`src/verilog/pvas_pkg.sv`:
```
// pvas_pkg: shared constants for the video adc sequencer
// assumes a single 200 MHz clock domain, no software registers
package pvas_pkg;
    // ------------------------------------------------------------
    // widths
    // ------------------------------------------------------------
    localparam int COARSE_W = 4;
    localparam int FINE_W = 4;
    localparam int CODE_W = 8;
    // ------------------------------------------------------------
    // reset values and timing
    // ------------------------------------------------------------
    localparam logic [7:0] CODE_RST = 8'h00;
    localparam int LATENCY_RISE = 3;
    localparam int BUF_DEPTH = 2;
    // comparator phase codes, one-hot
    typedef enum logic [2:0] {
        PVAS_SAMPLE = 3'b001,
        PVAS_HOLD = 3'b010,
        PVAS_COMPARE = 3'b100
    } pvas_phase_e;
endpackage

```
`src/verilog/pvas_skid.sv`:
```
// pvas_skid: two-entry buffer with valid/ready on both sides
// assumes one clock, async active-low reset
`timescale 1ns/1ps
module pvas_skid #(
    parameter int W = 8
) (
    // clock and reset
    input wire logic mclk,
    input wire logic rst_b,
    // fill side
    input wire logic in_valid,
    output logic in_ready,
    input wire logic [W-1:0] in_data,
    // drain side
    output logic out_valid,
    input wire logic out_ready,
    output logic [W-1:0] out_data
);
    logic [W-1:0] mem_r [2];
    logic wp_r;
    logic rp_r;
    logic [1:0] cnt_r;
    logic push;
    logic pop;

    // ----------------------------------------------------------------
    // handshake
    // ----------------------------------------------------------------
    // a pop frees its slot on the same edge, so a full buffer that is
    // draining still takes the next word instead of dropping it
    assign in_ready = (cnt_r != 2'd2) || out_ready;
    assign out_valid = (cnt_r != 2'd0);
    assign out_data = mem_r[rp_r];
    assign push = in_valid && in_ready;
    assign pop = out_valid && out_ready;

    // storage, no reset needed on data
    always_ff @(posedge mclk)
    begin
        if (push)
            mem_r[wp_r] <= in_data;
    end

    // pointers and fill level
    always_ff @(posedge mclk or negedge rst_b)
    begin
        if (!rst_b)
        begin
            wp_r <= 1'b0;
            rp_r <= 1'b0;
            cnt_r <= 2'd0;
        end
        else
        begin
            if (push)
                wp_r <= ~wp_r;
            if (pop)
                rp_r <= ~rp_r;
            cnt_r <= cnt_r + 2'(push) - 2'(pop);
        end
    end

    chk_no_overfill : assert property (@(posedge mclk) disable iff (!rst_b)
        cnt_r <= 2'd2)
        else $error("buffer count exceeds two");
endmodule // pvas_skid

```
`src/verilog/pvas_seq.sv`:
```
// pvas_seq: digital sequencing of a two-step pipelined video adc
// assumes comparator decisions arrive as synchronous thermometer inputs
`timescale 1ns/1ps
module pvas_seq (
    // clock and reset
    input wire logic mclk,
    input wire logic rst_b,
    // comparator decisions, thermometer, bit i high when input above step
    input wire logic [14:0] coarse_therm,
    input wire logic [14:0] fine_therm_a,
    input wire logic [14:0] fine_therm_b,
    // analog control
    output logic sample_hold_r,
    output logic [2:0] coarse_phase_r,
    output logic [2:0] fine_a_phase_r,
    output logic [2:0] fine_b_phase_r,
    output logic [3:0] fine_reference_level_r,
    output logic fine_sel_r,
    // output bus
    input wire logic output_enable_b,
    output logic [7:0] sample_data_bus_o_r,
    output logic sample_data_bus_oe_r,
    // receiver stall
    input wire logic rx_ready,
    output logic word_valid_r
);
    typedef pvas_pkg::pvas_phase_e phase_t;
    logic fall_r;
    logic [3:0] coarse_result_r;
    logic [3:0] fine_result_r;
    logic [2:0] pipe_v_r;
    logic buf_valid;
    logic buf_ready;
    logic [7:0] buf_data;
    logic [7:0] merged;

    // ----------------------------------------------------------------
    // helpers
    // ----------------------------------------------------------------
    // thermometer count: used for coarse and both fine groups
    function automatic logic [3:0] therm2bin(input logic [14:0] t);
        logic [3:0] n;
        n = 4'd0;
        for (int i = 0; i < 15; i++)
            n = n + 4'(t[i]);
        return n;
    endfunction

    // next comparator phase in the three-step cycle
    function automatic phase_t next_phase(input phase_t p);
        phase_t q;
        q = pvas_pkg::PVAS_SAMPLE;
        unique case (p)
            pvas_pkg::PVAS_SAMPLE: q = pvas_pkg::PVAS_HOLD;
            pvas_pkg::PVAS_HOLD: q = pvas_pkg::PVAS_COMPARE;
            pvas_pkg::PVAS_COMPARE: q = pvas_pkg::PVAS_SAMPLE;
            default: q = pvas_pkg::PVAS_SAMPLE;
        endcase
        return q;
    endfunction

    // ----------------------------------------------------------------
    // sampling half-cycle
    // ----------------------------------------------------------------
    // each mclk cycle models one half-cycle of the analog clock; the low-going edge
    // is marked by fall_r so that all logic stays on rising edges
    always_ff @(posedge mclk or negedge rst_b)
    begin
        if (!rst_b)
            fall_r <= 1'b0;
        else
            fall_r <= ~fall_r;
    end

    // hold strobe: one capture per sampling period
    always_ff @(posedge mclk or negedge rst_b)
    begin
        if (!rst_b)
            sample_hold_r <= 1'b0;
        else
            sample_hold_r <= ~fall_r;
    end

    // ----------------------------------------------------------------
    // comparator phases
    // ----------------------------------------------------------------
    // coarse group cycles every sample; fine groups alternate
    always_ff @(posedge mclk or negedge rst_b)
    begin
        if (!rst_b)
        begin
            coarse_phase_r <= pvas_pkg::PVAS_SAMPLE;
            fine_a_phase_r <= pvas_pkg::PVAS_SAMPLE;
            fine_b_phase_r <= pvas_pkg::PVAS_COMPARE;
            fine_sel_r <= 1'b0;
        end
        else if (fall_r)
        begin
            coarse_phase_r <= next_phase(phase_t'(coarse_phase_r));
            fine_a_phase_r <= next_phase(phase_t'(fine_a_phase_r));
            fine_b_phase_r <= next_phase(phase_t'(fine_b_phase_r));
            fine_sel_r <= ~fine_sel_r;
        end
    end

    // ----------------------------------------------------------------
    // coarse then fine decisions
    // ----------------------------------------------------------------
    // coarse result and fine reference one edge after sampling
    always_ff @(posedge mclk or negedge rst_b)
    begin
        if (!rst_b)
        begin
            coarse_result_r <= 4'h0;
            fine_reference_level_r <= 4'h0;
        end
        else if (!fall_r)
        begin
            coarse_result_r <= therm2bin(coarse_therm);
            fine_reference_level_r <= therm2bin(coarse_therm);
        end
    end

    // fine result from the group that holds this sample
    always_ff @(posedge mclk or negedge rst_b)
    begin
        if (!rst_b)
            fine_result_r <= 4'h0;
        else if (fall_r)
            fine_result_r <= fine_sel_r ? therm2bin(fine_therm_b)
                                        : therm2bin(fine_therm_a);
    end

    // sample validity track through the pipe, one bit per stage
    always_ff @(posedge mclk or negedge rst_b)
    begin
        if (!rst_b)
            pipe_v_r <= 3'b000;
        else
            pipe_v_r <= {pipe_v_r[1:0], sample_hold_r};
    end

    // ----------------------------------------------------------------
    // merge, buffer and bus
    // ----------------------------------------------------------------
    // steps above bottom count up, so code rises with the input
    assign merged = {coarse_result_r, fine_result_r};

    pvas_skid #(
        .W(pvas_pkg::CODE_W)
    ) u_skid (
        .mclk(mclk),
        .rst_b(rst_b),
        .in_valid(pipe_v_r[2] && !fall_r),
        .in_ready(buf_ready),
        .in_data(merged),
        .out_valid(buf_valid),
        .out_ready(rx_ready && !fall_r),
        .out_data(buf_data)
    );

    // word presented on a rising edge, holds a full period
    always_ff @(posedge mclk or negedge rst_b)
    begin
        if (!rst_b)
        begin
            sample_data_bus_o_r <= pvas_pkg::CODE_RST;
            word_valid_r <= 1'b0;
        end
        else if (!fall_r)
        begin
            sample_data_bus_o_r <= buf_valid ? buf_data
                                             : sample_data_bus_o_r;
            word_valid_r <= buf_valid && rx_ready;
        end
    end

    // drive only while the enable pin is held low
    always_ff @(posedge mclk or negedge rst_b)
    begin
        if (!rst_b)
            sample_data_bus_oe_r <= 1'b0;
        else
            sample_data_bus_oe_r <= !output_enable_b;
    end

    // ----------------------------------------------------------------
    // checks
    // ----------------------------------------------------------------
    chk_oe_follows_pin : assert property (
        @(posedge mclk) disable iff (!rst_b)
        output_enable_b |=> !sample_data_bus_oe_r)
        else $error("bus driven while enable high");
    chk_word_stands : assert property (
        @(posedge mclk) disable iff (!rst_b)
        fall_r |=> $stable(sample_data_bus_o_r))
        else $error("output word changed mid period");
    chk_phase_cycle : assert property (
        @(posedge mclk) disable iff (!rst_b)
        fall_r && coarse_phase_r == pvas_pkg::PVAS_SAMPLE
        |=> coarse_phase_r == pvas_pkg::PVAS_HOLD)
        else $error("comparator phase out of order");
    chk_fine_alt : assert property (
        @(posedge mclk) disable iff (!rst_b)
        fall_r |=> fine_sel_r != $past(fine_sel_r))
        else $error("fine groups not alternating");
    chk_coarse_edge : assert property (
        @(posedge mclk) disable iff (!rst_b)
        !fall_r |=> coarse_result_r == therm2bin($past(coarse_therm)))
        else $error("coarse result not settled");
    chk_ref_tracks : assert property (
        @(posedge mclk) disable iff (!rst_b)
        fine_reference_level_r == coarse_result_r)
        else $error("fine reference differs from coarse");
    chk_fine_edge : assert property (
        @(posedge mclk) disable iff (!rst_b)
        fall_r && !fine_sel_r
        |=> fine_result_r == therm2bin($past(fine_therm_a)))
        else $error("fine result not settled");
    chk_sample_rate : assert property (
        @(posedge mclk) disable iff (!rst_b)
        sample_hold_r |=> !sample_hold_r ##1 sample_hold_r)
        else $error("sample strobe not once per period");
    chk_merge_order : assert property (
        @(posedge mclk) disable iff (!rst_b)
        merged[7:4] == coarse_result_r)
        else $error("coarse bits not on top");
endmodule // pvas_seq

```
`config.mk`:
```
export PLATFORM = sky130hd
export DESIGN_NAME = pvas_seq
export DESIGN_NICKNAME = d
export VERILOG_FILES = /design/src/verilog/pvas_pkg.sv /design/src/verilog/pvas_skid.sv /design/src/verilog/pvas_seq.sv
export SDC_FILE = /design/constraint.sdc
export NUM_CORES = 1
export LEC_CHECK = 0
export BUFFER_PORTS_ARGS = -buffer_cell sky130_fd_sc_hd__buf_2
export CELL_PAD_IN_SITES_DETAIL_PLACEMENT = 1
export CELL_PAD_IN_SITES_GLOBAL_PLACEMENT = 1
export CORE_MARGIN = 8
export CORE_UTILIZATION = 42
export CTS_BUF_LIST = sky130_fd_sc_hd__clkbuf_16
export DETAILED_ROUTE_END_ITERATION = 8
export PLACE_DENSITY_LB_ADDON = 0.15
export SETUP_SLACK_MARGIN = 0.05
export SYNTH_ARGS = -nofsm -noshare
export SYNTH_HDL_FRONTEND = slang
export SYNTH_SLANG_ARGS = --single-unit
```
`constraint.sdc`:
```
create_clock -name mclk -period 2.1 [get_ports mclk]
set_input_delay 0.21 -clock mclk [delete_from_list [all_inputs] [get_ports mclk]]
set_output_delay 0.21 -clock mclk [all_outputs]
set_load 0.02 [all_outputs]
```
**Word-level counts from Yosys, hierarchy flattened**

Memories as Yosys holds them, arrays and structs flattened. A register that Yosys moved wholly into a read port is not among the register bits.
Index checks and enable logic that the tools add are counted.

- Bits in writable memories: 16
- Logic and storage cells: 86
- Bits of input ports: 49
- ROM bits: 0
- Latch bits: 0
- Memories kept: 1
- Bits in registers: 28

Memories:

| memory | depth | width | rd ports | clocked after Yosys merged registers in | write ports | RTL line | source |
|---|---|---|---|---|---|---|---|
| u_skid.mem_r | 2 | 8 | 1 | 1 | 1 | pvas_skid.sv:19 | `logic [W-1:0] mem_r [2];` |

- Div/mod/pow operators: 0
- Equality and inequality tests: 7
- Reduce and logical (&&, ||, !) cells: 11
- Shifts and indexed selects: 0
- Order comparisons: 0
- Multipliers: 0
- Muxes and demuxes: 6
- Add/subtract/negate cells: 44
- Bitwise logic cells: 4

Operators with widths:

| operator | count |
|---|---|
| 4-bit by 1-bit adder with 4-bit output | 33 |
| 3-bit case mux with 2 select lines | 3 |
| 3-bit by 1-bit adder with 4-bit output | 3 |
| 2-bit by 1-bit adder with 3-bit output | 3 |
| 3-bit by 1-bit == test with 1-bit output, second input constant | 3 |
| 3-bit by 2-bit == test with 1-bit output, second input constant | 3 |
| 1-bit by 1-bit adder with 2-bit output | 3 |
| 1-bit logical AND | 5 |
| 4-bit 2-to-1 mux | 1 |
| 1-bit NOT | 4 |
| 1-bit logical NOT | 3 |
| 2-bit by 1-bit adder with 2-bit output | 1 |
| 1-bit 2-to-1 mux | 2 |
| 2-bit != test, second input constant | 1 |
| 2-bit AND reduction | 1 |
| 2-bit nonzero test | 1 |
| 2-bit by 1-bit subtractor with 2-bit output | 1 |
| 1-bit logical OR | 1 |

**Longest topological paths before layout**

Gate-level depths: netlist (run 1).

- Word-level depth: 15
- Gate-level depth with buffers: 12
- Gate-level depth less buffers: 12

**Modules after synthesis**

From an unflattened synthesis (run 1), not the netlist that was laid out.

- Cells, all modules: 243
- Area, all modules: 2999.1 µm²

Modules (own cells, without submodules):

| module | instances | area an instance (µm²) | cells each | sequential area each (µm²) |
|---|---|---|---|---|
| pvas_seq | 1 | 2185.8 | 197 | 804.5 |
| pvas_skid | 1 | 813.3 | 46 | 580.6 |

**Worst setup path after synthesis (run 1)**

OpenSTA, ideal clock, no wires.

- Path type: input -> register
- From: input port fine_therm_b[0]
- To: register fine_result_r[1]
- Stages: 9
- Library setup time: 0.125 ns
- Path slack: -1.391 ns
- Arrival: 3.367 ns
- Cell sequence: inv_1 > fa_1 > fa_1 > fa_1 > fa_1 > fa_1 > fa_1 > mux2i_1 > mux2_2

- Word-level cells in the longest chain between the ends: 15

Ends and longest elaborated chain:

| element | RTL line | source |
|---|---|---|
| start: declaration | pvas_seq.sv:11 | `input wire logic [14:0] fine_therm_b,` |
| 1-bit by 1-bit adder with 2-bit output | pvas_seq.sv:45 | `n = n + 4'(t[i]);` |
| 2-bit by 1-bit adder with 3-bit output | pvas_seq.sv:45 |  |
| 3-bit by 1-bit adder with 4-bit output | pvas_seq.sv:45 |  |
| 4-bit by 1-bit adder with 4-bit output (11 in a row) | pvas_seq.sv:45 |  |
| 4-bit 2-to-1 mux | pvas_seq.sv:130 | `fine_result_r <= fine_sel_r ? therm2bin(fine_therm_b)` |
| end signal: assignment | pvas_seq.sv:130 |  |
| end: declaration | pvas_seq.sv:30 | `logic [3:0] fine_result_r;` |

No other way between the ends.
A chain may end at the register's enable or synchronous reset.

**Worst setup path in the final report (run 1)**

- From: input port fine_therm_b[5]
- To: register fine_result_r[1]

- Word-level cells in the longest chain between the ends: 11

Ends and longest elaborated chain:

| element | RTL line |
|---|---|
| 4-bit by 1-bit adder with 4-bit output (10 in a row) | pvas_seq.sv:45 |
| 4-bit 2-to-1 mux | pvas_seq.sv:130 |

No other way between the ends.

==> results.sh, run 1 <==
export IMPL_status="finished, violations left"
export IMPL_violations="negative setup slack"
export IMPL_synth_area_leaders="dfrtp_1, fa_1, edfxtp_1, inv_1, mux2i_1"
export IMPL_wl_per_cell_um=13.6
export IMPL_ant_nets=0
export IMPL_powerDensity_nw_per_um2=1120
export IMPL_vias=1903
export IMPL_drt_first_pass_iters=3
export IMPL_leakagePower_nw=1.87
export IMPL_p_sw_share_pct=32.6
export IMPL_die_x_um=100
export IMPL_grt_pass1_wl_mm=9.87
export IMPL_hpwlAfterDp_mm=4.67
export IMPL_synth_seq_cells=52
export IMPL_slew_viol_final=0
export IMPL_num_antenna_cells=0
export IMPL_critPathArrivalTime_ns=3.46
export IMPL_setup_worst_path_end_class="flip-flop"
export IMPL_path_common_cell="fa_1"
export IMPL_synth_enable_flop_cells=16
export IMPL_tightestPinTransition_ns=0.795
export IMPL_die_area_um2=9990
export IMPL_grtUsageTotal_pct=12.4
export IMPL_setup_worst_path_class="primary input to flip-flop"
export IMPL_synth_cell_types=36
export IMPL_cts_tree="built"
export IMPL_post_synth_top_area_cell="dfrtp_1"
export IMPL_setup_viol=8
export IMPL_yosysTopAreaCellShare_pct=27.9
export IMPL_grt_remaining_overflow=0
export IMPL_cts_htree_levels=2
export IMPL_async_flop_share_pct=69.2
export IMPL_area_delta_synth_final_pct=25.3
export IMPL_synthSimpleGateAreaFrac_pct=6.38
export IMPL_pwr_share_comb_pct=37.8
export IMPL_cts_buffers=5
export IMPL_yosysSeqAreaShare_pct=46.8
export IMPL_synth_compound_area_share_pct=6.80
export IMPL_netlist_area_um2=2960
export IMPL_path_clk_slew_ns=0.07
export IMPL_drt_wl_total_mm=5.74
export IMPL_io_pins=74
export IMPL_numClockSinks=52
export IMPL_internal_power_w=0.00281
export IMPL_synthAdderAreaFrac_pct=23.7
export IMPL_ir_drop_mv=0.411
export IMPL_seq_power_share_pct=40.8
export IMPL_grt_max_degree=37
export IMPL_reg2reg_depth=8
export IMPL_rsz0062_at_grt="yes"
export IMPL_layout_setup_ws_ns=-1.18
export IMPL_grt_pass1_vias=2105
export IMPL_design_area_um2=3710
export IMPL_synth_xor_area_share_pct=2.62
export IMPL_rows=30
export IMPL_clk_latency_ns=0.28
export IMPL_period_share_pct=156
export IMPL_via_per_inst=4.50
export IMPL_io_buffer_count=73
export IMPL_fin_total_pwr_w=0.00416
export IMPL_start_util_pct=43.6
export IMPL_synth_main_ff_cell="dfrtp_1"
export IMPL_drcViolationCount=0
export IMPL_period_needed_ns=3.28
export IMPL_syn_area_per_cell_um2=12.0
export IMPL_yosysWarnings=0
export IMPL_clkPwrFrac_pct=21.4
export IMPL_drt_iter0_drc=52
export IMPL_hold_viol_final=0
export IMPL_path_cells="buf_6 > fa_1 > inv_1 > fa_1 > fa_1 > fa_1 > fa_2 > fa_1 > mux2i_1 > mux2_4"
export IMPL_maxCapViolations=0
export IMPL_nFillCells=747
export IMPL_hold_class="primary input to async pin"
export IMPL_cp_max_fo=2
export IMPL_dpl_cell_area_um2=3460
export IMPL_startpoint_type="primary input"
export IMPL_max_slew_margin_pct=47.0
export IMPL_final_nets=413
export IMPL_antenna_found_initial=0
export IMPL_finClkSkew_ns=0.00533
export IMPL_clockRootBuffer="clkbuf_16"
export IMPL_worstPathRequired_ns=2.27
export IMPL_die_h_um=100
export IMPL_synth_top_family_by_area="adder cells"
export IMPL_fmax_mhz=305
export IMPL_netlist_instances=246
export IMPL_drive_above_1_share_pct=34.3
export IMPL_p_switching_w=0.00136
export IMPL_syn_nets=333
export IMPL_synth_mux_area_share_pct=4.82
export IMPL_coreArea_um2=6790
export IMPL_crit_slowest_cell="fa_1"
export IMPL_clockBufferDepth=2
export IMPL_place_gp_congestion=0.733
export IMPL_cpPeakStageDelay_ns=0.53
==> final timing paths <==
kind | from | to | slack [ns]
max | fine_therm_b[5] | fine_result_r[1] | -1.18
min | rst_b | fine_a_phase_r[1] | 0.008
max reg2reg | sample_hold_r | u_skid.cnt_r[1] | 0.27
min reg2reg | pipe_v_r[0] | pipe_v_r[1] | 0.35
max in group asynchronous | rst_b | coarse_result_r[2] | 1.59
min in group mclk | output_enable_b | sample_data_bus_oe_r | 0.06
==> flip-flops by register name, indices dropped and copies added (netlist names) <==
| name | flops |
|---|---|
| coarse_phase_r | 3 |
| coarse_result_r | 4 |
| fine_a_phase_r | 3 |
| fine_b_phase_r | 3 |
| fine_result_r | 4 |
| fine_sel_r | 1 |
| pipe_v_r | 3 |
| sample_data_bus_o_r | 8 |
| sample_data_bus_oe_r | 1 |
| sample_hold_r | 1 |
| u_skid.cnt_r | 2 |
| u_skid.mem_r | 16 |
| u_skid.rp_r | 1 |
| u_skid.wp_r | 1 |
| word_valid_r | 1 |
==> Yosys cell counts, types with 2 or more instances <==
cell type	instances
inv_1	60
dfrtp_1	33
fa_1	30
edfxtp_1	16
o21ai_0	16
nand2_1	15
mux2i_1	12
ha_1	8
nor2_1	7
nor2b_1	5
a21oi_1	4
buf_2	4
xnor2_1	4
dfstp_2	3
nand3b_1	3
xor2_1	3
a21o_1	2
mux2_2	2
nand2b_1	2
==> logic make-up after synthesis <==
logic type,Yosys count
AO/OA/AOI/OAI,29
XOR/XNOR,8
adder cells (fa/ha/maj),38
buffers and inverters,67
flip-flops,52
multiplexers,14
AND/OR/NAND/NOR,38
==> final cells by class <==
| cell class | count | area [µm²] | area share (%) |
|---|---|---|---|
| sequential | 52 | 1390 | 37.3 |
| multi-input combinational | 127 | 1360 | 36.7 |
| timing repair buffer | 79 | 443 | 11.9 |
| inverter | 61 | 236 | 6.38 |
| clock buffer | 5 | 125 | 3.37 |
| tap | 96 | 120 | 3.24 |
| clock inverter | 3 | 38.8 | 1.05 |
==> placed cells by master, fill, tap and decap left out, types with 7 or more instances in the layout <==
cell / Yosys / final
buf_2: 4 / 69
inv_1: 60 / 56
dfrtp_1: 33 / 33
fa_1: 30 / 25
edfxtp_1: 16 / 16
nand2_1: 15 / 15
mux2i_1: 12 / 12
o21ai_0: 16 / 12
ha_1: 8 / 8
nor2_1: 7 / 7
==> critical path: cells and delay by family <==
kind       cells  cell delay (ns)
fa+ha+maj      6             2.79
buf+inv        2             0.14
mux            2             0.32
==> what timing repair did <==
item / CTS / global route
hold endpoints to repair: 0 / 0
gates resized for setup: 16 / 3
hold buffers: 0 / 0
endpoints found under the setup margin: 8 / 8
pin swaps: 9 / 10
buffers inserted: 1 / 1
==> per-stage QoR <==
stage / util (%) / TNS, ns / std cells / hold slack, ns / setup slack, ns
3_3_place_gp: 51.0 / -10.13 / 413 / 0.333 / -1.50
5_1_grt: 54.6 / -8.56 / 423 / 0.0622 / -1.25
4_1_cts: 54.3 / -8.02 / 422 / 0.0404 / -1.20
6_report: 54.6 / -7.71 / 423 / 0.00771 / -1.18
2_1_floorplan: - / -8.53 / 246 / -0.0856 / -1.33
3_5_place_dp: 51.0 / -10.44 / 413 / 0.340 / -1.52
==> metal layers <==
metal	routed length, µm	part of all wire [%]	track usage, %	up-vias
li1	-	-	-	918
met1	2270	40	13.8	934
met2	3060	53	21.9	46
met3	324	5.6	3.60	5
met4	85	1.5	4.54	0
met5	0	0	0	-
==> power by group through the flow <==
| stage | combinational, W | sequential, W | clock (W) |
|---|---|---|---|
| finish | 0.00157 | 0.00170 | 0.000892 |
| global route | 0.00180 | 0.00176 | 0.000957 |
| CTS | 0.00158 | 0.00171 | 0.000917 |
| detailed placement | 0.00147 | 0.00173 | 0 |
| global placement | 0.00141 | 0.00170 | 0 |
| floorplan | 0.000938 | 0.00179 | 0 |
No activity file was read; power rests on OpenSTA's default activity.
==> run 2: changes to the inputs <==
Settings changed: CORE_UTILIZATION 42 to 40.
==> run 2 against run 1 <==
  * The flow still finishes with violations (negative setup slack)
  * Design area is 1.6% lower
  * Clock power decreased by 9.6%
  * Combinational power fell by 5%
  * Hold slack got worse by 0.0034 ns
  * First-iteration DRC count fell by 40%
  * Count of clock-buffer cells in the layout did not move
  * Global-route usage is 0.50 points lower
  * Critical path type unchanged
  * Critical endpoint unchanged
  * Highest routed layer unchanged
==> results.sh, run 2 (synthesized netlist as in run 1, its figures left out) <==
export IMPL_status="finished, violations left"
export IMPL_violations="negative setup slack"
export IMPL_drcViolationCount=0
export IMPL_tightestPinTransition_ns=0.805
export IMPL_setup_viol=8
export IMPL_cts_tree="built"
export IMPL_ant_nets=0
export IMPL_io_pins=74
export IMPL_num_antenna_cells=0
export IMPL_critPathArrivalTime_ns=3.49
export IMPL_clk_latency_ns=0.29
export IMPL_clockBufferDepth=2
export IMPL_antenna_found_initial=0
export IMPL_area_delta_synth_final_pct=23.3
export IMPL_grtUsageTotal_pct=11.9
export IMPL_drt_first_pass_iters=2
export IMPL_layout_cells_non_filler=424
export IMPL_leakagePower_nw=1.83
export IMPL_slew_viol_final=0
export IMPL_cts_htree_levels=2
export IMPL_layout_setup_ws_ns=-1.22
export IMPL_internal_power_w=0.00263
export IMPL_period_needed_ns=3.32
export IMPL_clkPwrFrac_pct=20.2
export IMPL_period_share_pct=158
export IMPL_drt_wl_total_mm=5.59
export IMPL_start_util_pct=41.0
export IMPL_reg_top3="u_skid.mem_r: 16 flops, sample_data_bus_o_r: 8 flops"
export IMPL_final_setup_tns_ns=-7.70
export IMPL_final_nets=411
export IMPL_cp_max_fo=2
export IMPL_layout_common_cells="buf_2, inv_1, dfrtp_1"
export IMPL_fmax_mhz=301
export IMPL_vias=1904
export IMPL_startpoint_type="primary input"
export IMPL_worstPathRequired_ns=2.27
export IMPL_grt_pass1_wl_mm=9.85
export IMPL_grt_pass1_vias=2270
export IMPL_path_clk_slew_ns=0.07
export IMPL_hold_viol_final=0
export IMPL_largest_reg_flops=16
export IMPL_finClkSkew_ns=0.00857
export IMPL_ir_drop_mv=0.356
export IMPL_largest_register="u_skid.mem_r"
export IMPL_cts_hold_buf=0
export IMPL_die_area_um2=10400
export IMPL_die_x_um=102
export IMPL_drt_iter0_drc=31
export IMPL_place_gp_congestion=0.700
export IMPL_seq_power_share_pct=42.4
export IMPL_placedCellCount=415
export IMPL_hold_class="primary input to async pin"
export IMPL_grt_max_degree=37
export IMPL_via_per_inst=4.49
export IMPL_rsz0062_at_grt="yes"
export IMPL_reg2reg_depth=8
export IMPL_setup_worst_path_end_class="flip-flop"
export IMPL_fin_util_pct=50.6
export IMPL_die_h_um=102
export IMPL_p_switching_w=0.00136
export IMPL_cts_buffers=5
export IMPL_max_slew_margin_pct=46.3
export IMPL_p_sw_share_pct=34.0
export IMPL_io_buffer_count=73
export IMPL_maxCapViolations=0
export IMPL_dpl_cell_area_um2=3460
export IMPL_pwr_share_comb_pct=37.4
export IMPL_powerDensity_nw_per_um2=1090
export IMPL_design_area_um2=3650
export IMPL_r2r_slack_ns=0.38
export IMPL_crit_start="fine_therm_b[5]"
export IMPL_mostFrequentLayoutCell="buf_2"
export IMPL_crit_path_end="fine_result_r[1]"
export IMPL_hpwlAfterDp_mm=4.61
export IMPL_coreArea_um2=7210
export IMPL_clockRootBuffer="clkbuf_16"
export IMPL_setup_worst_path_class="primary input to flip-flop"
export IMPL_r2r_end="u_skid.cnt_r[1]"
export IMPL_wl_per_cell_um=13.2
export IMPL_reg2reg_from="sample_hold_r"
export IMPL_dp_slack_ns=-1.59
export IMPL_numClockSinks=52
export IMPL_drive_above_1_share_pct=33.2
export IMPL_grt_remaining_overflow=0
export IMPL_rows=31
run 2: repair_timing:
action	CTS	global route
resized for setup	8	4
pin swaps	6	6
buffers inserted	1	1
setup endpoints to repair	8	8
run 2: metrics by stage:
| step | total power (W) | hold slack (ns) |
|---|---|---|
| 2_1_floorplan | 0.00273 | -0.0856 |
| 3_3_place_gp | 0.00311 | 0.331 |
| 3_5_place_dp | 0.00320 | 0.339 |
| 4_1_cts | 0.00405 | 0.0383 |
| 5_1_grt | 0.00435 | 0.0427 |
| 6_report | 0.00399 | 0.00432 |
run 2: layer usage:
| metal | share of wire (%) | track usage, % | vias to the layer above |
|---|---|---|---|
| met4 | 1.2 | 3.72 | 0 |
| met5 | 0 | 0 | - |
| met3 | 5.5 | 3.27 | 7 |
| li1 | - | - | 915 |
| met2 | 55 | 22.4 | 38 |
| met1 | 39 | 12.4 | 944 |
run 2: area by class of cell:
cell class	count	area, µm²
fillers	806	3560
flip-flops and latches	52	1390
multi-input cells	127	1340
repair buffers	77	422
inverters	61	236
clock buffers	5	125
well taps	99	124
clock inverters	3	22.5
run 2: worst min path at each step:
| stage | start | depth (start not counted) | endpoint |
|---|---|---|---|
| 6_report | rst_b | 1 | sample_data_bus_oe_r |
| 5_1_grt | output_enable_b | 2 | sample_data_bus_oe_r |
| 3_5_place_dp | pipe_v_r[1] | 0 | pipe_v_r[2] |
| 4_1_cts | rst_b | 1 | u_skid.rp_r |
| 2_1_floorplan | rst_b | 0 | coarse_phase_r[1] |
| 3_3_place_gp | pipe_v_r[0] | 0 | pipe_v_r[1] |
run 2: power by group through the flow:
stage / Sequential (W) / Clock [W] / Combinational, W
after CTS: 0.00171 / 0.000835 / 0.00151
final: 0.00169 / 0.000806 / 0.00149
after detailed placement: 0.00172 / 0 / 0.00148
after floorplan: 0.00179 / 0 / 0.000938
after global placement: 0.00170 / 0 / 0.00141
after global routing: 0.00175 / 0.000870 / 0.00173
run 2: worst max-delay path: stages:
cell	delay (ns)
buf_6	0.09
fa_1	0.52
inv_1	0.04
fa_1	0.46
fa_1	0.52
fa_1	0.43
fa_2	0.36
fa_1	0.51
mux2i_1	0.07
mux2_2	0.27
